`src/include/spi_chan_pkg.sv`:
```
// Constants and carrier types shared by the SPI serial channel
package spi_chan_pkg;
   // Mode field encodings and character length
   localparam logic [1:0] MODE_MASTER  = 2'b10;
   localparam logic [1:0] MODE_SLAVE   = 2'b11;
   localparam logic [1:0] WLS_8BIT     = 2'b11;
   // Timing: SPI clock half period in master mode
   localparam int CLK_PERIOD_NS = 25;
   localparam int SPI_HALF_NS   = 100;
   localparam int SPI_HALF_CYC  = (SPI_HALF_NS / CLK_PERIOD_NS < 1) ? 1
                                  : SPI_HALF_NS / CLK_PERIOD_NS;
   localparam int DIV_W         = 4;
   // FIFO geometry: 32 bytes each way, receive side held as 4-byte words
   localparam int TXF_DEPTH     = 32;
   localparam int TXF_AW        = 5;
   localparam int TXF_CW        = 6;
   localparam int BYTES_PER_WORD = 4;
   localparam int RXF_DEPTH     = 8;
   localparam int RXF_AW        = 3;
   localparam int RXF_CW        = 4;
   localparam int GAP_W         = 16;
   // Byte shifted out when the slave has nothing queued
   localparam logic [7:0] IDLE_BYTE = 8'hFF;
   // Receive DMA channel serving each serial channel
   localparam int RX_DMA_CHAN1  = 7;
   localparam int RX_DMA_CHAN2  = 9;
   localparam logic [2:0] MAX_BYTES = 3'h4;

   typedef struct packed {
      logic       sclk;
      logic       sel_b;
      logic       rxd;
   } spi_in_t;

   typedef struct packed {
      logic [2:0]  count;
      logic [31:0] data;
   } rx_entry_t;

   typedef enum {M_IDLE, M_LOW, M_HIGH} link_state_t;
endpackage

```
`src/hw/spi_pin_sync.sv`:
```
// Two-flop synchroniser for pins arriving from outside the core clock domain
`timescale 1ns/100ps
module spi_pin_sync #(
   parameter int WIDTH = 1
) (
   input  wire logic             core_clk,
   input  wire logic             rst_b,
   input  wire logic [WIDTH-1:0] d,
   output logic      [WIDTH-1:0] q
);
   logic [WIDTH-1:0] meta;

   // First stage feeds only the second stage
   always_ff @(posedge core_clk) begin
      if (!rst_b) begin
         meta <= '0;
         q    <= '0;
      end else begin
         meta <= d;
         q    <= meta;
      end
   end
endmodule // spi_pin_sync

```
`src/hw/spi_serial_channel.sv`:
```
// SPI serial channel: TX FIFO, master/slave link, RX packing, gap timers, RX FIFO drain
// Behaviour
// RQ1: With ready high, one 32-bit read returns a word of one to four bytes.
// RQ2: Valid byte count of the next word is shown before the data is read.
// RQ3: Buffer close sets a flag; reads refused until a one is written back.
// RQ4: Interrupt from ready or closed when local and global enables are set.
// RQ5: DMA mode requests receive service; channel 7 or 9, interrupts off.
// RQ6: Software sets mode 10 for master before enabling the channel.
// RQ7: Software sets mode 11 for slave before enabling the channel.
// RQ8: Clearing the channel enable resets the whole channel and FIFOs; the code leaves rx_data holding its last word.
// RQ9: Software sets 1x, non-inverted timing, internal or external source.
// RQ10: Software selects eight-bit characters for SPI.
// RQ11: Buffer gap timer ends transfer a set time after first character.
// RQ12: Character gap timer ends transfer when characters are too far apart.
// RQ13: Master changes data on falling clock while select low.
// RQ14: Master select falls with first bit's falling edge, rises after eighth rise.
// RQ15: Master never raises the clock while select is high.
// RQ16: Master sends while TX FIFO holds data, else select stays high.
// RQ17: Data input sampled on rising clock only while select low.
// RQ18: Slave samples three to four core clocks after each rising clock.
// RQ19: Master receives exactly one byte per byte sent.
// RQ20: Received bytes enter the RX FIFO as full four-byte words, except when a gap timer flush pushes residual bytes.
// RQ21: Gap timer expiry pushes residual bytes into the RX FIFO at once.
// RQ22: Slave presents first bit early, advances 3-4 clocks after rising edge.
// RQ23: 32-byte receive and transmit FIFOs.
// RQ24: Each data read advances the RX FIFO by one whole word.
// RQ25: Slave data output holds still while select is high, once the first bit is loaded.
`timescale 1ns/100ps
module spi_serial_channel (
   input  wire logic                     core_clk,
   input  wire logic                     rst_b,
   input  wire logic                     chan_enable,
   input  wire logic [1:0]               mode,
   input  wire logic [1:0]               word_length_select,
   input  wire logic                     bit_order_select,
   input  wire logic                     rx_ready_irq_enable,
   input  wire logic                     rx_closed_irq_enable,
   input  wire logic                     chan_rx_global_irq_en,
   input  wire logic                     rx_dma_enable,
   input  wire logic                     buffer_gap_timer_enable,
   input  wire logic                     char_gap_timer_enable,
   input  wire logic [15:0]              buffer_gap_limit,
   input  wire logic [15:0]              char_gap_limit,
   input  wire logic                     tx_valid,
   input  wire logic [7:0]               tx_byte,
   input  wire logic                     rx_read,
   input  wire logic                     closed_ack,
   input  wire spi_chan_pkg::spi_in_t    spi_in,
   output logic                          tx_ready,
   output logic [31:0]                   rx_data,
   output logic                          rx_ready_flag,
   output logic [2:0]                    rx_valid_byte_count,
   output logic                          rx_buffer_closed,
   output logic                          rx_irq,
   output logic                          rx_dma_req,
   output logic                          sclk_out,
   output logic                          sclk_oe,
   output logic                          sel_b_out,
   output logic                          sel_b_oe,
   output logic                          txd_out,
   output logic                          txd_oe
);
   import spi_chan_pkg::*;

   logic run, is_mst, is_slv;
   spi_in_t pin_s;

   // Channel only runs with enable set in an SPI mode; enable low is the channel reset
   assign run    = chan_enable & mode[1] & (word_length_select == WLS_8BIT); // RQ8
   assign is_mst = run & (mode == MODE_MASTER);
   assign is_slv = run & (mode == MODE_SLAVE);

   // All link pins pass two flops before use
   spi_pin_sync #(.WIDTH(3)) u_sync (
      .core_clk (core_clk),
      .rst_b    (rst_b),
      .d        (spi_in),
      .q        (pin_s)
   );

   // ---------------- Transmit FIFO ----------------
   logic [7:0]        tx_mem [TXF_DEPTH];
   logic [TXF_AW-1:0] tx_wp, tx_rp, next_tx_wp, next_tx_rp;
   logic [TXF_CW-1:0] tx_cnt, next_tx_cnt;
   logic              tx_push, tx_pop, tx_has, next_tx_ready;
   logic [7:0]        tx_head;

   assign tx_has  = (tx_cnt != '0);
   assign tx_head = tx_mem[tx_rp];

   // Ready is computed from the next count so the producer never overfills
   always_comb begin
      tx_push     = tx_valid & tx_ready;
      next_tx_wp  = tx_wp + TXF_AW'(tx_push);
      next_tx_rp  = tx_rp + TXF_AW'(tx_pop);
      next_tx_cnt = tx_cnt + TXF_CW'(tx_push) - TXF_CW'(tx_pop);
      if (!run) begin
         next_tx_wp  = '0;
         next_tx_rp  = '0;
         next_tx_cnt = '0;
      end
      next_tx_ready = run & (next_tx_cnt != TXF_CW'(TXF_DEPTH)); // RQ23
   end

   always_ff @(posedge core_clk) begin
      if (!rst_b) begin
         tx_wp    <= '0;
         tx_rp    <= '0;
         tx_cnt   <= '0;
         tx_ready <= 1'b0;
      end else begin
         tx_wp    <= next_tx_wp;
         tx_rp    <= next_tx_rp;
         tx_cnt   <= next_tx_cnt;
         tx_ready <= next_tx_ready;
      end
   end

   // Storage has no reset; pointers decide what is valid
   always_ff @(posedge core_clk) begin
      if (tx_push) begin
         tx_mem[tx_wp] <= tx_byte;
      end
   end

   // ---------------- Link: master clock/select, slave tracking ----------------
   link_state_t      lstate, next_lstate;
   logic [DIV_W-1:0] div_cnt, next_div;
   logic [2:0]       bit_cnt, next_bits;
   logic [7:0]       tx_sh, next_sh, shifted;
   logic             sclk_d, sclk_d2, sl_need, next_need, tick, rx_sample, sclk_rise;
   logic             next_sclk, next_sel, next_txd;

   assign shifted   = bit_order_select ? {1'b0, tx_sh[7:1]} : {tx_sh[6:0], 1'b0};
   assign tick      = (div_cnt == DIV_W'(SPI_HALF_CYC - 1));
   assign sclk_rise = sclk_d & ~sclk_d2; // RQ18

   // Master sends one byte per select-low window; sampling counts follow sending exactly
   always_comb begin
      next_lstate = lstate;
      next_div    = '0;
      next_bits   = bit_cnt;
      next_sh     = tx_sh;
      next_sclk   = 1'b1;
      next_sel    = 1'b1;
      next_need   = sl_need;
      tx_pop      = 1'b0;
      rx_sample   = 1'b0;
      if (is_mst) begin
         next_div  = tick ? '0 : div_cnt + DIV_W'(1);
         next_sclk = sclk_out;
         next_sel  = sel_b_out;
         unique case (lstate)
            M_IDLE: begin
               if (tick && tx_has) begin  // RQ16
                  next_sh     = tx_head;
                  tx_pop      = 1'b1;
                  next_sclk   = 1'b0;      // RQ13
                  next_sel    = 1'b0;      // RQ14
                  next_bits   = '0;
                  next_lstate = M_LOW;
               end
            end
            M_LOW: begin
               if (tick) begin
                  next_sclk   = 1'b1;      // RQ15
                  rx_sample   = 1'b1;      // RQ19
                  next_lstate = M_HIGH;
               end
            end
            M_HIGH: begin
               if (tick) begin
                  if (bit_cnt == 3'h7) begin
                     next_sel    = 1'b1;   // RQ14
                     next_lstate = M_IDLE;
                  end else begin
                     next_sclk   = 1'b0;   // RQ13
                     next_sh     = shifted;
                     next_bits   = bit_cnt + 3'h1;
                     next_lstate = M_LOW;
                  end
               end
            end
         endcase
      end else if (is_slv) begin
         next_lstate = M_IDLE;
         if (pin_s.sel_b) begin
            // First bit loaded only while empty, then held until select falls
            if (sl_need && tx_has) begin  // RQ22
               next_sh   = tx_head;
               tx_pop    = 1'b1;
               next_need = 1'b0;
               next_bits = '0;
            end
         end else if (sclk_rise) begin    // RQ18
            rx_sample = 1'b1;             // RQ17
            next_bits = bit_cnt + 3'h1;
            if (bit_cnt == 3'h7) begin
               next_sh   = tx_has ? tx_head : IDLE_BYTE;
               tx_pop    = tx_has;
               next_need = ~tx_has;
            end else begin
               next_sh = shifted;         // RQ22
            end
         end
      end else begin
         next_lstate = M_IDLE;
         next_bits   = '0;
         next_sh     = IDLE_BYTE;
         next_need   = 1'b1;
      end
      next_txd = bit_order_select ? next_sh[0] : next_sh[7];
   end

   always_ff @(posedge core_clk) begin
      if (!rst_b) begin
         lstate    <= M_IDLE;
         div_cnt   <= '0;
         bit_cnt   <= '0;
         tx_sh     <= IDLE_BYTE;
         sclk_d    <= 1'b0;
         sclk_d2   <= 1'b0;
         sl_need   <= 1'b1;
         sclk_out  <= 1'b1;
         sel_b_out <= 1'b1;
         txd_out   <= 1'b1;
         sclk_oe   <= 1'b0;
         sel_b_oe  <= 1'b0;
         txd_oe    <= 1'b0;
      end else begin
         lstate    <= next_lstate;
         div_cnt   <= next_div;
         bit_cnt   <= next_bits;
         tx_sh     <= next_sh;
         sclk_d    <= pin_s.sclk;
         sclk_d2   <= sclk_d;        // Extra stage lands sampling 3-4 clocks after the pin edge
         sl_need   <= next_need;
         sclk_out  <= next_sclk;
         sel_b_out <= next_sel;
         txd_out   <= next_txd;
         sclk_oe   <= is_mst;
         sel_b_oe  <= is_mst;
         txd_oe    <= run;
      end
   end

   // ---------------- Receive packing and gap timers ----------------
   logic [7:0]       rx_sh, next_rx_sh, nb;
   logic [2:0]       rx_bits, next_rx_bits, pack_cnt, next_pack_cnt;
   logic [31:0]      pack, next_pack;
   logic             byte_done, rx_push, flush, buf_exp, chr_exp;
   rx_entry_t        push_entry;
   logic             buf_act, next_buf_act;
   logic [GAP_W-1:0] buf_cnt, next_buf_cnt, chr_cnt, next_chr_cnt;

   assign nb      = bit_order_select ? {pin_s.rxd, rx_sh[7:1]} : {rx_sh[6:0], pin_s.rxd};
   assign buf_exp = buffer_gap_timer_enable & buf_act & (buf_cnt >= buffer_gap_limit);
   assign chr_exp = char_gap_timer_enable & (pack_cnt != '0) & (chr_cnt >= char_gap_limit);
   // A bit sampled this cycle defers the flush by one cycle rather than racing it
   assign flush   = run & (buf_exp | chr_exp) & ~rx_sample; // RQ11 RQ12

   // Bytes gather little-end first; a word leaves only when full or flushed
   always_comb begin
      next_rx_sh    = rx_sh;
      next_rx_bits  = rx_bits;
      next_pack     = pack;
      next_pack_cnt = pack_cnt;
      byte_done     = 1'b0;
      rx_push       = 1'b0;
      push_entry    = '{count: pack_cnt, data: pack};
      if (!run) begin
         next_rx_bits  = '0;
         next_pack     = '0;
         next_pack_cnt = '0;
      end else if (rx_sample) begin
         next_rx_sh   = nb;
         next_rx_bits = rx_bits + 3'h1;
         if (rx_bits == 3'h7) begin
            byte_done = 1'b1;
            next_pack[8*pack_cnt +: 8] = nb;
            if (pack_cnt == 3'(BYTES_PER_WORD - 1)) begin
               rx_push       = 1'b1;     // RQ20
               push_entry    = '{count: MAX_BYTES, data: next_pack};
               next_pack     = '0;
               next_pack_cnt = '0;
            end else begin
               next_pack_cnt = pack_cnt + 3'h1;
            end
         end
      end else if (flush && pack_cnt != '0) begin
         rx_push       = 1'b1;           // RQ21
         next_pack     = '0;
         next_pack_cnt = '0;
      end
   end

   // Buffer timer runs from the first byte; character timer restarts on each byte
   always_comb begin
      next_buf_act = buf_act | byte_done;
      next_buf_cnt = (buf_act && buf_cnt != '1) ? buf_cnt + GAP_W'(1) : buf_cnt; // RQ11
      next_chr_cnt = byte_done ? '0
                     : (chr_cnt != '1) ? chr_cnt + GAP_W'(1) : chr_cnt;        // RQ12
      if (!run || flush) begin
         next_buf_act = 1'b0;
         next_buf_cnt = '0;
         next_chr_cnt = '0;
      end
   end

   always_ff @(posedge core_clk) begin
      if (!rst_b) begin
         rx_sh    <= '0;
         rx_bits  <= '0;
         pack     <= '0;
         pack_cnt <= '0;
         buf_act  <= 1'b0;
         buf_cnt  <= '0;
         chr_cnt  <= '0;
      end else begin
         rx_sh    <= next_rx_sh;
         rx_bits  <= next_rx_bits;
         pack     <= next_pack;
         pack_cnt <= next_pack_cnt;
         buf_act  <= next_buf_act;
         buf_cnt  <= next_buf_cnt;
         chr_cnt  <= next_chr_cnt;
      end
   end

   // ---------------- Receive FIFO and processor side status ----------------
   rx_entry_t         rx_mem [RXF_DEPTH];
   logic [RXF_AW-1:0] rx_wp, rx_rp, next_rx_wp, next_rx_rp;
   logic [RXF_CW-1:0] rx_cnt, next_rx_cnt, cnt_left;
   logic              rx_pop, do_push, next_closed, next_ready;
   logic [2:0]        next_vbc;
   logic [31:0]       next_rx_data;

   // Reads are refused while the closed flag waits for its acknowledge
   assign rx_pop  = rx_read & (rx_cnt != '0) & ~rx_buffer_closed; // RQ3 RQ24
   // A full FIFO drops the incoming word
   assign do_push = rx_push & (rx_cnt != RXF_CW'(RXF_DEPTH));

   always_comb begin
      next_rx_wp   = rx_wp + RXF_AW'(do_push);
      next_rx_rp   = rx_rp + RXF_AW'(rx_pop);
      next_rx_cnt  = rx_cnt + RXF_CW'(do_push) - RXF_CW'(rx_pop);
      cnt_left     = rx_cnt - RXF_CW'(rx_pop);
      next_rx_data = rx_pop ? rx_mem[rx_rp].data : rx_data; // RQ1
      // Closing set wins over an acknowledge in the same cycle
      next_closed  = flush | (rx_buffer_closed & ~closed_ack); // RQ3
      if (!run) begin
         next_rx_wp  = '0;
         next_rx_rp  = '0;
         next_rx_cnt = '0;
         next_closed = 1'b0;
      end
      if (next_rx_cnt == '0) begin
         next_vbc = '0;
      end else if (cnt_left == '0) begin
         next_vbc = push_entry.count;
      end else begin
         next_vbc = rx_mem[next_rx_rp].count;   // RQ2
      end
      next_ready = (next_rx_cnt != '0) & ~next_closed;
   end

   always_ff @(posedge core_clk) begin
      if (!rst_b) begin
         rx_wp               <= '0;
         rx_rp               <= '0;
         rx_cnt              <= '0;
         rx_data             <= '0;
         rx_buffer_closed    <= 1'b0;
         rx_ready_flag       <= 1'b0;
         rx_valid_byte_count <= '0;
         rx_irq              <= 1'b0;
         rx_dma_req          <= 1'b0;
      end else begin
         rx_wp               <= next_rx_wp;
         rx_rp               <= next_rx_rp;
         rx_cnt              <= next_rx_cnt;
         rx_data             <= next_rx_data;
         rx_buffer_closed    <= next_closed;
         rx_ready_flag       <= next_ready;
         rx_valid_byte_count <= next_vbc;
         rx_irq              <= chan_rx_global_irq_en &
                                ((rx_ready_irq_enable & next_ready) |
                                 (rx_closed_irq_enable & next_closed)); // RQ4
         rx_dma_req          <= rx_dma_enable & next_ready;             // RQ5
      end
   end

   always_ff @(posedge core_clk) begin
      if (do_push) begin
         rx_mem[rx_wp] <= push_entry;
      end
   end
endmodule // spi_serial_channel

```
`config.mk`:
```
export PLATFORM = sky130hd
export DESIGN_NAME = spi_serial_channel
export DESIGN_NICKNAME = d
export VERILOG_FILES = /design/src/include/spi_chan_pkg.sv /design/src/hw/spi_pin_sync.sv /design/src/hw/spi_serial_channel.sv
export SDC_FILE = /design/constraint.sdc
export NUM_CORES = 1
export LEC_CHECK = 0
export ABC_CLOCK_PERIOD_IN_PS = 23000
export BUFFER_PORTS_ARGS = -buffer_cell sky130_fd_sc_hd__buf_4
export CAP_MARGIN = 15
export CORE_ASPECT_RATIO = 0.7
export CORE_MARGIN = 4
export CORE_UTILIZATION = 27
export DETAILED_ROUTE_END_ITERATION = 16
export PLACE_DENSITY = 0.51
export SLEW_MARGIN = 15
export SYNTH_ARGS = -nofsm -noshare
export SYNTH_HDL_FRONTEND = slang
export SYNTH_SLANG_ARGS = --single-unit
```
`constraint.sdc`:
```
create_clock -name core_clk -period 23 [get_ports core_clk]
set_input_delay 3.45 -clock core_clk [delete_from_list [all_inputs] [get_ports core_clk]]
set_output_delay 3.45 -clock core_clk [all_outputs]
set_load 0.05 [all_outputs]
```
# --- Word level (Yosys, flattened, before mapping) ---
# Memories as Yosys holds them, arrays and structs flattened. A register that Yosys moved wholly into a read port is not among the register bits.
# Cells that the tools add are included.
classes:
  addsub: 16
  n_lt_le_gt_ge: 2
  eq_ne: 28
  shifts: 2
  n_mux: 86
  bitwise: 34
  reduce_logical: 29
op_table:
  columns: ["op", "n"]
  rows:
  - ["$mux W32", 7]
  - ["$mux W35", 4]
  - ["$mux W8", 12]
  - ["$pmux W32 S3", 1]
  - ["$mux W3", 14]
  - ["$mux W1", 40]
  - ["$neg A6 Y34", 1]
  - ["$shift A8 B34 Y32 const A", 1]
  - ["$shiftx A8 B34 Y32", 1]
  - ["$add A16 B1 Y16 const B", 2]
  - ["$bwmux W32", 1]
  - ["$eq A32 B1 Y1 const B", 1]
  - ["$eq A32 B2 Y1 const B", 1]
  - ["$ge A16 B16 Y1", 2]
  - ["$logic_not A32 Y1", 1]
  - ["$ne A16 B16 Y1 const B", 2]
  - ["$and A1 B1 Y1", 22]
  - ["$pmux W8 S2", 1]
  - ["$ne A3 B3 Y1 const B", 4]
  - ["$reduce_and A4 Y1", 3]
  - ["$add A5 B1 Y5", 2]
  - ["$ne A2 B2 Y1 const B", 5]
  - ["$add A3 B1 Y3 const B", 3]
  - ["$ne A3 B1 Y1 const B", 3]
  - ["other kinds (35)", 63]
totals:
  reg_bits: 174
  ramBits: 536
  output_inout_bits: 46
  elab_cells: 233
  n_memories: 2
mem_list:
  columns: ["memory", "depth", "word_bits", "rd", "rd_ports_with_merged_regs", "write_ports", "line", "rtl"]
  rows:
  - ["rx_mem", 8, 35, 2, 1, 1, "spi_serial_channel.sv:331", "rx_entry_t rx_mem [RXF_DEPTH];"]
  - ["tx_mem", 32, 8, 1, 1, 1, "spi_serial_channel.sv:82", "logic [7:0] tx_mem [TXF_DEPTH];"]

# --- Logic depth before layout (Yosys ltp) ---
# Gate-level depths: netlist of run 1.
depth:
  word_depth: 21
  depth_mapped: 19
  depth_no_buf: 19

# --- Modules after synthesis ---
# A second synthesis of run 1 with hierarchy kept.
unflattened:
  cells_unflattened: 1870
  area_unflattened_um2: 29151.7
by_module_without_submodules:
  columns: ["mod", "instances", "cells_per_inst", "area_each_um2", "seq_area_each_um2"]
  rows:
  - ["spi_serial_channel", 1, 1858, 28994.1, 19498.7]
  - ["spi_pin_sync", 1, 12, 157.7, 120.1]

# --- Worst setup path before layout of run 1 ---
# Ideal clock, no wire load.
synth_timing:
  path_kind: "input -> register"
  startpoint: "input port buffer_gap_limit[11]"
  endpoint: "memory rx_mem[0][0] (netlist name) (enable)"
  arrival_ns: 10.458
  t_required_ns: 22.383
  slack_ns: 11.925
  cell_stages: 9
  path_buffers: 0
  path_cell_list: "inv_1 ha_1 nand2_1 o21ai_0 a41o_1 a21oi_1 nand4b_1 a211o_1 a2111oi_0"
synth_between:
  elab_chain_len: 12
synth_rtl:
  columns: ["element", "line", "rtl"]
  rows:
  - ["start, declared", "spi_serial_channel.sv:42", "input wire logic [15:0] buffer_gap_limit,"]
  - ["$ge A16 B16 Y1", "spi_serial_channel.sv:257", "assign buf_exp = buffer_gap_timer_enable & buf_act & (buf_cnt >= buffer_gap_limit);"]
  - ["$and A1 B1 Y1", "spi_serial_channel.sv:257", null]
  - ["$or A1 B1 Y1", "spi_serial_channel.sv:260", "assign flush = run & (buf_exp | chr_exp) & ~rx_sample;"]
  - ["$and A1 B1 Y1 (2 in a row)", "spi_serial_channel.sv:260", null]
  - ["$logic_and A1 B1 Y1", "spi_serial_channel.sv:290", "end else if (flush && pack_cnt != '0) begin"]
  - ["$mux W1", "spi_serial_channel.sv:290", null]
  - ["$mux W1", "spi_serial_channel.sv:275", "end else if (rx_sample) begin"]
  - ["$mux W1", "spi_serial_channel.sv:271", "if (!run) begin"]
  - ["$and A1 B1 Y1", "spi_serial_channel.sv:341", "assign do_push = rx_push & (rx_cnt != RXF_CW'(RXF_DEPTH));"]
  - ["$mux W1", "spi_serial_channel.sv:394", "if (do_push) begin"]
  - ["$mux W1 (not written as such)", "spi_serial_channel.sv:395", "rx_mem[rx_wp] <= push_entry;"]
  - ["end, declared", "spi_serial_channel.sv:331", null]
# Every way passes these cells.

# --- Worst setup path in the final report of run 1 ---
layout_timing:
  startpoint: "input port buffer_gap_limit[15]"
  endpoint: "register rx_dma_req"
layout_between:
  elab_chain_len: 16
  elab_cells_between_ends: 19
  classes_between: "add/sub: 2; order compare: 1; mux: 5; bitwise: 9; reduce/logical: 2"
layout_rtl:
  columns: ["element", "line", "rtl"]
  rows:
  - ["$ge A16 B16 Y1 (*)", "spi_serial_channel.sv:257", null]
  - ["$and A1 B1 Y1 (*)", "spi_serial_channel.sv:257", null]
  - ["$or A1 B1 Y1 (*)", "spi_serial_channel.sv:260", null]
  - ["$and A1 B1 Y1 (*) (2 in a row)", "spi_serial_channel.sv:260", null]
  - ["$logic_and A1 B1 Y1", "spi_serial_channel.sv:290", null]
  - ["$mux W1", "spi_serial_channel.sv:290", null]
  - ["$mux W1", "spi_serial_channel.sv:275", null]
  - ["$mux W1", "spi_serial_channel.sv:271", null]
  - ["$and A1 B1 Y1", "spi_serial_channel.sv:341", null]
  - ["$add A4 B1 Y4", "spi_serial_channel.sv:346", "next_rx_cnt = rx_cnt + RXF_CW'(do_push) - RXF_CW'(rx_pop);"]
  - ["$sub A4 B1 Y4", "spi_serial_channel.sv:346", null]
  - ["$mux W4", "spi_serial_channel.sv:351", "if (!run) begin"]
  - ["$reduce_bool A4 Y1", "spi_serial_channel.sv:364", "next_ready = (next_rx_cnt != '0) & ~next_closed;"]
  - ["$and A1 B1 Y1 (*)", "spi_serial_channel.sv:364", null]
  - ["$and A1 B1 Y1 (*)", "spi_serial_channel.sv:389", "rx_dma_req <= rx_dma_enable & next_ready;"]
  - ["end signal, assigned", "spi_serial_channel.sv:389", null]
  - ["end, declared", "spi_serial_channel.sv:55", "output logic rx_dma_req,"]
# Every way passes the cells marked *; elsewhere a longest branch is shown, timed or not.
# A chain may end at the register's enable or synchronous reset.

==> summary.txt, run 1 <==
Floorplanning
  – Starting Density: 0.274
  – Boundary Pins: 106
  – Core Box Area: 109000 sq um
  – Full die area: 117000 sq um
  – FP Rows: 101
  – Die height: 287 microns
  – Chip Width: 406 microns

Worst setup path
  – Worst R2R Start: pack_cnt[0]
  – Origin of the worst setup path: buffer_gap_limit[15]
  – Slowest cell on the critical path: a211o_1
  – WP data required: 23.52 ns
  – Slowest cell delay on critical path: 0.59 ns
  – Most frequent CP cell: ha_1
  – Setup CP Type: in -> reg
  – Critical path fanouts, max: 10
  – CP Cell Sequence: buf_4, inv_1, ha_1, nand2_1, o21ai_0, a211oi_1, o211ai_1, nand4b_1, a211o_1, a21o_1, ha_1, inv_1, ha_1, fa_1, xor2_1, a31oi_1, nand2_1, nor3b_1
  – Crit path capture type: flip-flop
  – CP startpoint kind: primary input
  – WP data arrival: 7.72 ns

Synth
  – Seq/Total Area, Yosys: 0.654
  – Synth Instances: 2025
  – Top-count cell post-synth: edfxtp_1
  – Ys async rst share: 0
  – Mapped Area: 30000 sq um
  – Commonest cells in the netlist: 536 x edfxtp_1, 193 x nor2_1, 176 x dfxtp_1
  – Area leader, netlist: edfxtp_1
  – Synthesized netlist net count: 2156
  – Post-synth EDFFs: 536
  – Mean Syn Cell Area: 14.8 sq um
  – Yosys cell types: 72
  – Yosys warns: 0
  – Main synth FF type: edfxtp_1
  – Yosys reg bits: 712
  – Top-area cell type share of the netlist area: 0.537
  – Synth top area cells: edfxtp_1 54%, dfxtp_1 12%, mux4_2 8.3%

STA
  – Min cycle time layout: 7.20 ns
  – Worst slew pin tran: 1.08 ns
  – Worst clock skew: 0.0595 ns
  – Crit share post-route: 0.313
  – RSZ-0062 raised after global routing: false
  – Final Hold Fails: 0
  – Final Setup Violations: 0
  – Slew HR: 0.278
  – Final Max Tran Viols: 0
  – Setup TNS: 0 ns
  – Slack of the critical path: 15.80 ns
  – Fmax: 139 MHz

Power
  – Comb power frac: 0.013
  – Cell Int Power: 0.00209 W
  – Pwr Density: 75.5 nW/um^2
  – Pleak: 10.6 nW
  – Worst IR Drop VDD: 47.9 uV
  – Switching pwr: 0.000550 W
  – Clock share of power: 0.466
  – Switching Share: 0.209
  – Sequential Power Share: 0.520

Drt
  – Drt via density: 4.84
  – Wire length per cell: 21.2 microns
  – Routed wire length: 77300 microns
  – DRC violation count after routing: 0
  – Routed Antenna Nets: 0
  – Starting DRT DRC Count: 1461
  – Via count: 17627
  – Total iterations of the first detailed-routing run: 5

CTS
  – Clk root buf: clkbuf_16
  – Worst skew pair latency: 0.64 ns
  – CTS buffer count: 77
  – CTS sink cnt: 712
  – Post-cts sizing count: 0
  – Worst-case clock buffer depth: 3
  – TritonCTS clock tree: done
  – Post-CTS setup buffers: 0
  – Cts hold-fix bufs: 0
  – Worst-path clk slew: 0.06 ns
  – H-tree depth: 3

Final layout
  – Layout cells sized above 1: 0.183
  – Fin nets: 2270
  – Area Growth Syn to Fin: 16.5%

Global route
  – GRT Total Usage: 0.131
  – Vias in the first global route: 17929
  – Largest net degree at the start of global routing: 66
  – GRT overflow: 0
  – First-pass GRT wire length: 116000 microns
  – Initial antenna violation count: 4

Place
  – Place WS: 15.07 ns
  – GP Congestion: 0.799
  – DP HPWL: 49700 microns
  – Buffers on Ports: 105

Run status
  – Run status: complete, no violations

Min path
  – Hold_sp: u_sync.meta[1]
  – Hold crit path type: reg -> reg

Run
  – Max-cap violations: 0
## final timing paths
path | endpoint | slack (ns) | depth (start not counted)
setup reg to reg | rx_dma_req | 18.17 | 17
hold reg to reg | u_sync.q[1] | 0.43 | 1
hold / removal | u_sync.q[1] | 0.43 | 1
setup / recovery | rx_dma_req | 15.80 | 18
## state kept, by name (all words and copies together), names as in the netlist, 4 cells and up
signal / count
tx_sh: 8
pack: 32
tx_cnt: 6
rx_mem: 280
div_cnt: 4
tx_mem: 256
rx_cnt: 4
tx_wp: 5
tx_rp: 5
buf_cnt: 16
chr_cnt: 16
rx_sh: 8
rx_data: 32
## layer usage
metal,wire [microns],share of wire,track usage,vias to the layer above
met2,33700,0.44,0.195,477
met5,0,0,0,-
met4,1700,0.022,0.0355,0
met3,5100,0.066,0.0305,99
met1,36800,0.48,0.192,9018
li1,-,-,-,8033
## layout make-up
class | count | area (sq um)
fillers | 10534 | 74400
well taps | 1442 | 1800
flip-flops and latches | 712 | 19600
multi-input cells | 1144 | 9680
clock buffers | 101 | 2040
clock inverters | 40 | 482
diodes | 2 | 5.00
repair buffers | 141 | 1070
inverters | 63 | 236
## cell families after synthesis
family	count (synthesis)	share of synthesized area
AOI/OAI and AO/OA	280	0.0608
xor gates and xnor gates	41	0.0120
adders and majority gates	71	0.0301
buffers and inverters	169	0.0253
DFF	712	0.654
muxes	240	0.138
and+or+nand+nor	512	0.0799
## placed cells by master, fill, tap and decap left out, types with 22 or more instances in the layout
cell	count
edfxtp_1	536
clkbuf_16	77
mux2i_1	94
dfxtp_1	171
o21ai_0	62
clkbuf_1	22
nand3_1	47
ha_1	69
xor2_1	24
nand2b_1	26
inv_1	62
a211oi_1	55
nor2_1	193
buf_4	140
nand2_1	124
mux4_2	111
a21oi_1	59
## through the flow
step / hold slack (ns) / area, sq um / total power, W / std cells / utilization
2_1_floorplan: 0.412 / 30000 / 0.00141 / 2025 / -
3_3_place_gp: 0.418 / 32400 / 0.00143 / 3501 / 0.296
3_5_place_dp: 0.425 / 32400 / 0.00144 / 3501 / 0.296
4_1_cts: 0.439 / 34900 / 0.00267 / 3642 / 0.320
5_1_grt: 0.457 / 34900 / 0.00273 / 3643 / 0.320
6_report: 0.434 / 34900 / 0.00264 / 3645 / 0.320
## power groups by stage
stage / logic, W / clock network [W] / registers, W
3_3_place_gp: 0.0000349 / 0 / 0.00140
5_1_grt: 0.0000392 / 0.00132 / 0.00137
4_1_cts: 0.0000360 / 0.00127 / 0.00137
6_report: 0.0000354 / 0.00123 / 0.00137
2_1_floorplan: 0.0000132 / 0 / 0.00140
3_5_place_dp: 0.0000358 / 0 / 0.00140
## worst max-delay path, delay by kind of cell
kind,cells,cell delay (ns)
compound gates,6,1.91
fa+ha+maj,4,1.17
simple gates,4,0.83
xor+xnor,1,0.18
buf+inv,3,0.15
No activity file was read; power rests on OpenSTA's default activity.
==> inputs of run 2 (changes only) <==
ABC_AREA = 1   (was unset)
ABC_CLOCK_PERIOD_IN_PS = 7410   (was 23000)
clock period = 7.41 ns   (was 23 ns; I/O delays follow)
==> run 2 against run 1 <==
  * Cell count rose by 28%
  * Clock skew decreased by 0.031 ns
  * Via count increased by 21%
  * Critical endpoint is now rx_valid_byte_count[0]
==> summary.txt, run 2 <==
CTS
  – Clk root buf: clkbuf_16
  – Worst skew pair latency: 0.64 ns
  – CTS buffer count: 78
  – TritonCTS clock tree: done
  – Worst-path clk slew: 0.06 ns
  – Worst-case clock buffer depth: 3
  – CTS sink cnt: 712
  – Post-CTS setup buffers: 0
  – Cts hold-fix bufs: 0
  – H-tree depth: 3
  – Post-cts sizing count: 0

Global route
  – GRT overflow: 0
  – Initial antenna violation count: 2
  – Largest net degree at the start of global routing: 142
  – GRT Total Usage: 0.132
  – First-pass GRT wire length: 125000 microns
  – Vias in the first global route: 20097
  – Met1 Use GR: 0.209
  – GRT met3 Usage: 0.0224
  – GRT Max-Usage Layer: met1
  – Met2 global-route usage: 0.185

STA
  – RSZ-0062 raised after global routing: false
  – Final Hold Fails: 0
  – Setup TNS: 0 ns
  – Worst slew pin tran: 1.18 ns
  – Crit share post-route: 0.721
  – Slew HR: 0.204
  – Worst clock skew: 0.0287 ns
  – Final Setup Violations: 0
  – Fmax: 187 MHz
  – Slack of the critical path: 2.07 ns
  – Min cycle time layout: 5.34 ns
  – Final Max Tran Viols: 0

Power
  – Worst IR Drop VDD: 164 uV
  – Pwr Density: 231 nW/um^2
  – Pleak: 12.7 nW

Worst setup path
  – WP data required: 7.96 ns
  – Setup CP Type: in -> reg
  – Critical path fanouts, max: 61
  – WP data arrival: 5.89 ns
  – CP startpoint kind: primary input
  – Crit path capture type: flip-flop
  – Worst Reg-to-Reg Cells: 24

Final layout
  – Layout cells sized above 1: 0.0979
  – Max reg flops: 280
  – Reg area: 19600 sq um
  – Post-route cell area: 36000 sq um
  – Largest regs: rx_mem (280), tx_mem (256)
  – Fillers: 11471
  – Commonest non-fill, non-tap cell in the layout: edfxtp_1
  – Layout Utilization: 0.318
  – Fin nets: 3194
  – Non-Filler Instances: 4648
  – Top reg by flops: rx_mem
  – Area Growth Syn to Fin: 16.1%
  – Most frequent cells in the layout: 536 x edfxtp_1, 406 x nand2_1, 339 x o21ai_0
  – Combined area of the multi-input logic cells: 9640 sq um

Floorplanning
  – Boundary Pins: 106
  – FP Rows: 103
  – Starting Density: 0.273
  – Core Box Area: 113000 sq um
  – Chip Width: 413 microns
  – Full die area: 120000 sq um
  – Die height: 291 microns

Place
  – DP HPWL: 51400 microns
  – DP Cell Count: 4505
  – Cell Area, Placed: 33400 sq um
  – Place WS: 1.35 ns
  – Buffers on Ports: 105
  – GP Congestion: 0.801

Synth
  – Mean Syn Cell Area: 10.4 sq um
  – Post-synth EDFFs: 536
  – Seq/Total Area, Yosys: 0.633
  – Top-area cell type share of the netlist area: 0.520
  – Yosys cell types: 46
  – Area leader, netlist: edfxtp_1
  – Ys async rst share: 0
  – Synth Instances: 2993
  – Synth top area cells: edfxtp_1 52%, dfxtp_1 11%, o21ai_0 5.6%
  – Main synth FF type: edfxtp_1
  – Top-count cell post-synth: edfxtp_1
  – Yosys reg bits: 712
  – Commonest cells in the netlist: 536 x edfxtp_1, 406 x nand2_1, 348 x o21ai_0
  – Yosys warns: 0
  – Mapped Area: 31000 sq um
  – Synthesized netlist net count: 3124

Drt
  – Drt via density: 4.59
  – Routed Antenna Nets: 0
  – Wire length per cell: 17.5 microns
  – Via count: 21317
  – DRC violation count after routing: 0
  – Routed wire length: 81600 microns
  – Starting DRT DRC Count: 1791
  – Total iterations of the first detailed-routing run: 7

Run status
  – Run status: complete, no violations

Min path
  – Hold crit path type: reg -> reg
  – Hold depth: 2

Run
  – Max-cap violations: 0
run 2: cell count changes in the layout (fill, tap and decap cells not counted), moves of 21 or more:
cell      previous run  this run
inv_1               62       294
mux4_2             111         0
nand2_1            124       406
mux2i_1             94        67
nor2_1             193       330
nand2b_1            26         0
and3_1              21         0
a211oi_1            55         0
o21ai_0             62       339
a21oi_1             59       220
o211ai_1             8        54
nand3_1             47       138
o22ai_1              4        47
run 2: per-layer routing:
metal  up-vias  share of wire
met5         -              0
met4         0          0.018
met3       100          0.050
met2       492           0.41
met1     10184           0.53
li1      10541              -
run 2: stage by stage:
step                hold WS [ns]  power, W
detailed placement         0.401   0.00446
floorplan                  0.390   0.00439
CTS                        0.416   0.00841
finish                     0.416   0.00831
global route               0.437   0.00858
global placement           0.401   0.00446
run 2: path summary, 6_finish.rpt:
| kind | start | end | slack, ns |
|---|---|---|---|
| min | u_sync.meta[2] | u_sync.q[2] | 0.42 |
| max | word_length_select[0] | rx_valid_byte_count[0] | 2.07 |
| min reg2reg | u_sync.meta[2] | u_sync.q[2] | 0.42 |
| max reg2reg | div_cnt[0] | rx_valid_byte_count[0] | 2.32 |
run 2: cell type report:
class                           count  area share
Sequential cell                   712       0.546
Timing Repair Buffer              136      0.0287
Clock inverter                     43      0.0132
Tap cell                         1522      0.0529
Clock buffer                       99      0.0591
Multi-Input combinational cell   1824       0.268
Inverter                          311      0.0325
Antenna cell                        1   0.0000696
run 2: worst max-delay path, cell delays in order:
cell and delay (ns):
buf_4 0.08, nand4_2 0.28, nor2_4 0.28, inv_2 0.11, o21ai_4 0.49, nand2_4 0.53, nor2_4 0.19, buf_4 0.39
inv_2 0.26, nand2_1 0.19, nand2_1 0.09, ha_1 0.28, inv_1 0.04, ha_1 0.20, fa_1 0.39, xnor2_1 0.17
nand2_1 0.09, nand4_1 0.16, nand2_1 0.13, inv_1 0.11, o21ai_0 0.08, a31oi_1 0.18
run 2: cell families after synthesis:
kind of cell / after synthesis / share of synthesized area
adder cells (fa/ha/maj): 71 / 0.0292
buffers and inverters: 457 / 0.0579
AO/OA/AOI/OAI: 718 / 0.126
flip-flops: 712 / 0.633
multiplexers: 67 / 0.0216
XOR/XNOR: 20 / 0.00565
AND/OR/NAND/NOR: 948 / 0.126
run 2: power by group:
part	leakage (nW)	internal [W]	switching, W	total [W]
clock	1.25	0.00230	0.00164	0.00393
combinational	5.68	0.0000365	0.0000760	0.000112
sequential	5.73	0.00426	0.00000270	0.00426
==> inputs of run 3 (changes only) <==
ABC_CLOCK_PERIOD_IN_PS = 5350   (was 7410)
clock period = 5.35 ns   (was 7.41 ns; I/O delays follow)
==> run 3 against run 2 <==
  * Final area rose by 0.38%
  * Highest routed layer unchanged
  * Critical endpoint is now rx_valid_byte_count[1]
  * Sequential cell count unchanged
  * Global-route usage increased by 0.23 points
  * Combinational power grew 38%
  * Clock skew is 0.0054 ns higher
  * Routed wire length up 1.0%
  * Sequential share of layout area down 0.21 points
  * Setup slack lost 0.79 ns
  * Register-to-register slack worse by 1.0 ns
  * Clock power up 42%
  * Sequential power grew 38%
==> summary.txt, run 3 (synthesis results as in run 2) <==
Run status
  – Run status: complete, no violations

CTS
  – Worst-path clk slew: 0.06 ns
  – Post-CTS setup buffers: 0
  – Worst-case clock buffer depth: 3
  – CTS buffer count: 79
  – CTS sink cnt: 712
  – Post-cts sizing count: 0
  – Cts hold-fix bufs: 0
  – Worst skew pair latency: 0.66 ns
  – Clk root buf: clkbuf_16
  – TritonCTS clock tree: done
  – H-tree depth: 3

Run
  – Max-cap violations: 0

Final layout
  – Fin nets: 3202
  – Commonest non-fill, non-tap cell in the layout: edfxtp_1
  – Layout cells sized above 1: 0.100
  – Area Growth Syn to Fin: 16.6%
  – Largest regs: rx_mem (280), tx_mem (256)
  – Top reg by flops: rx_mem
  – Post-route cell area: 36100 sq um
  – Most frequent cells in the layout: 536 x edfxtp_1, 406 x nand2_1, 345 x o21ai_0
  – Max reg flops: 280

Drt
  – Wire length per cell: 17.7 microns
  – Starting DRT DRC Count: 1982
  – Routed wire length: 82400 microns
  – Via count: 21439
  – DRC violation count after routing: 0
  – Total iterations of the first detailed-routing run: 5
  – Drt via density: 4.60
  – Routed Antenna Nets: 0

Place
  – DP HPWL: 50800 microns
  – GP Congestion: 0.815
  – Cell Area, Placed: 33400 sq um
  – Buffers on Ports: 105

Power
  – Pwr Density: 323 nW/um^2
  – Pleak: 12.8 nW
  – Worst IR Drop VDD: 216 uV

Worst setup path
  – Worst R2R Start: pack_cnt[0]
  – Crit path capture type: flip-flop
  – Slowest cell delay on critical path: 0.67 ns
  – WP data arrival: 4.64 ns
  – CP Cell Sequence: inv_1, ha_1, ha_1, nor2_1, nand2_1, nand2_1, nand3_2, nand2_1, nand2_1, ha_1, inv_1, ha_1, fa_1, xnor2_1, nand2_1, nand4_1, nand2_1, inv_1, o21ai_0, a31oi_1
  – Register-to-register setup slack: 1.27 ns
  – CP startpoint kind: flip-flop
  – Reg2reg end: rx_valid_byte_count[1]
  – Setup CP Type: reg -> reg
  – Worst Reg-to-Reg Cells: 20
  – CP Buf/Inv Count: 3
  – Origin of the worst setup path: pack_cnt[0]
  – WP data required: 5.91 ns
  – Slowest cell on the critical path: dfxtp_1
  – CP top delay family: adder cells
  – Critical path fanouts, max: 14
  – Crit path depth: 20
  – Most frequent CP cell: nand2_1

STA
  – Final Hold Fails: 0
  – Final Max Tran Viols: 0
  – Crit share post-route: 0.762
  – Slew HR: 0.222
  – Fmax: 245 MHz
  – Setup TNS: 0 ns
  – RSZ-0062 raised after global routing: false
  – Final Setup Violations: 0
  – Worst clock skew: 0.0341 ns
  – Min cycle time layout: 4.08 ns
  – Worst slew pin tran: 1.15 ns

Global route
  – Initial antenna violation count: 4
  – GRT overflow: 0
  – Vias in the first global route: 20267
  – Largest net degree at the start of global routing: 193
  – First-pass GRT wire length: 126000 microns
  – GRT Total Usage: 0.134

Min path
  – Hold endpoint: u_sync.meta[1]
  – Hold depth: 3
  – Hold_sp: spi_in[1]
  – Hold crit path type: in -> reg

Floorplanning
  – Full die area: 120000 sq um
  – Die height: 291 microns
  – FP Rows: 103
  – Chip Width: 413 microns
  – Core Box Area: 113000 sq um
  – Boundary Pins: 106
  – Starting Density: 0.273
[run 3: worst max-delay path by stage]
stage               slack (ns)                endpoint
global placement          0.81  rx_valid_byte_count[0]
detailed placement        0.78  rx_valid_byte_count[0]
CTS                       1.25  rx_valid_byte_count[0]
finish                    1.27  rx_valid_byte_count[1]
floorplan                 1.15            rx_mem[0][0]
global route              0.93                tx_ready
[run 3: cell type report]
type	count	area [sq um]
tap	1522	1900
fill	11492	77200
timing repair buffer	143	1110
antenna	2	5.00
clock buffer	98	2140
clock inverter	45	519
sequential	712	19600
inverter	311	1170
multi-input combinational	1824	9640
[run 3: tightest hold or removal path: cells and delay by family]
kind	cells	cell delay [ns]
AND/OR/NAND/NOR	1	0.05
buffers and inverters	2	0.14
[run 3: routing by layer]
layer  up-vias  GRT usage  wire length [microns]
met5         -          0                      0
met4         0     0.0302                   1400
met3       105     0.0282                   5230
met2       522      0.188                  33400
met1     10261      0.210                  42400
li1      10551          -                      -
[run 3: power breakdown]
group          switching (W)  leakage (nW)  total (W)  internal, W
clock                0.00230          1.31    0.00560      0.00329
sequential        0.00000406          5.73    0.00590      0.00590
combinational       0.000105          5.72   0.000155    0.0000505
[run 3: through the flow]
stage                     std cells  utilization  setup slack, ns  total power (W)  hold WS, ns
after floorplan                2993            -             1.15          0.00608        0.390
after global placement         4510        0.295            0.814          0.00617        0.400
after detailed placement       4510        0.295            0.780          0.00617        0.403
after CTS                      4653        0.319             1.25           0.0118        0.326
after global routing           4655        0.319            0.932           0.0121        0.354
final                          4657        0.319             1.27           0.0117        0.362
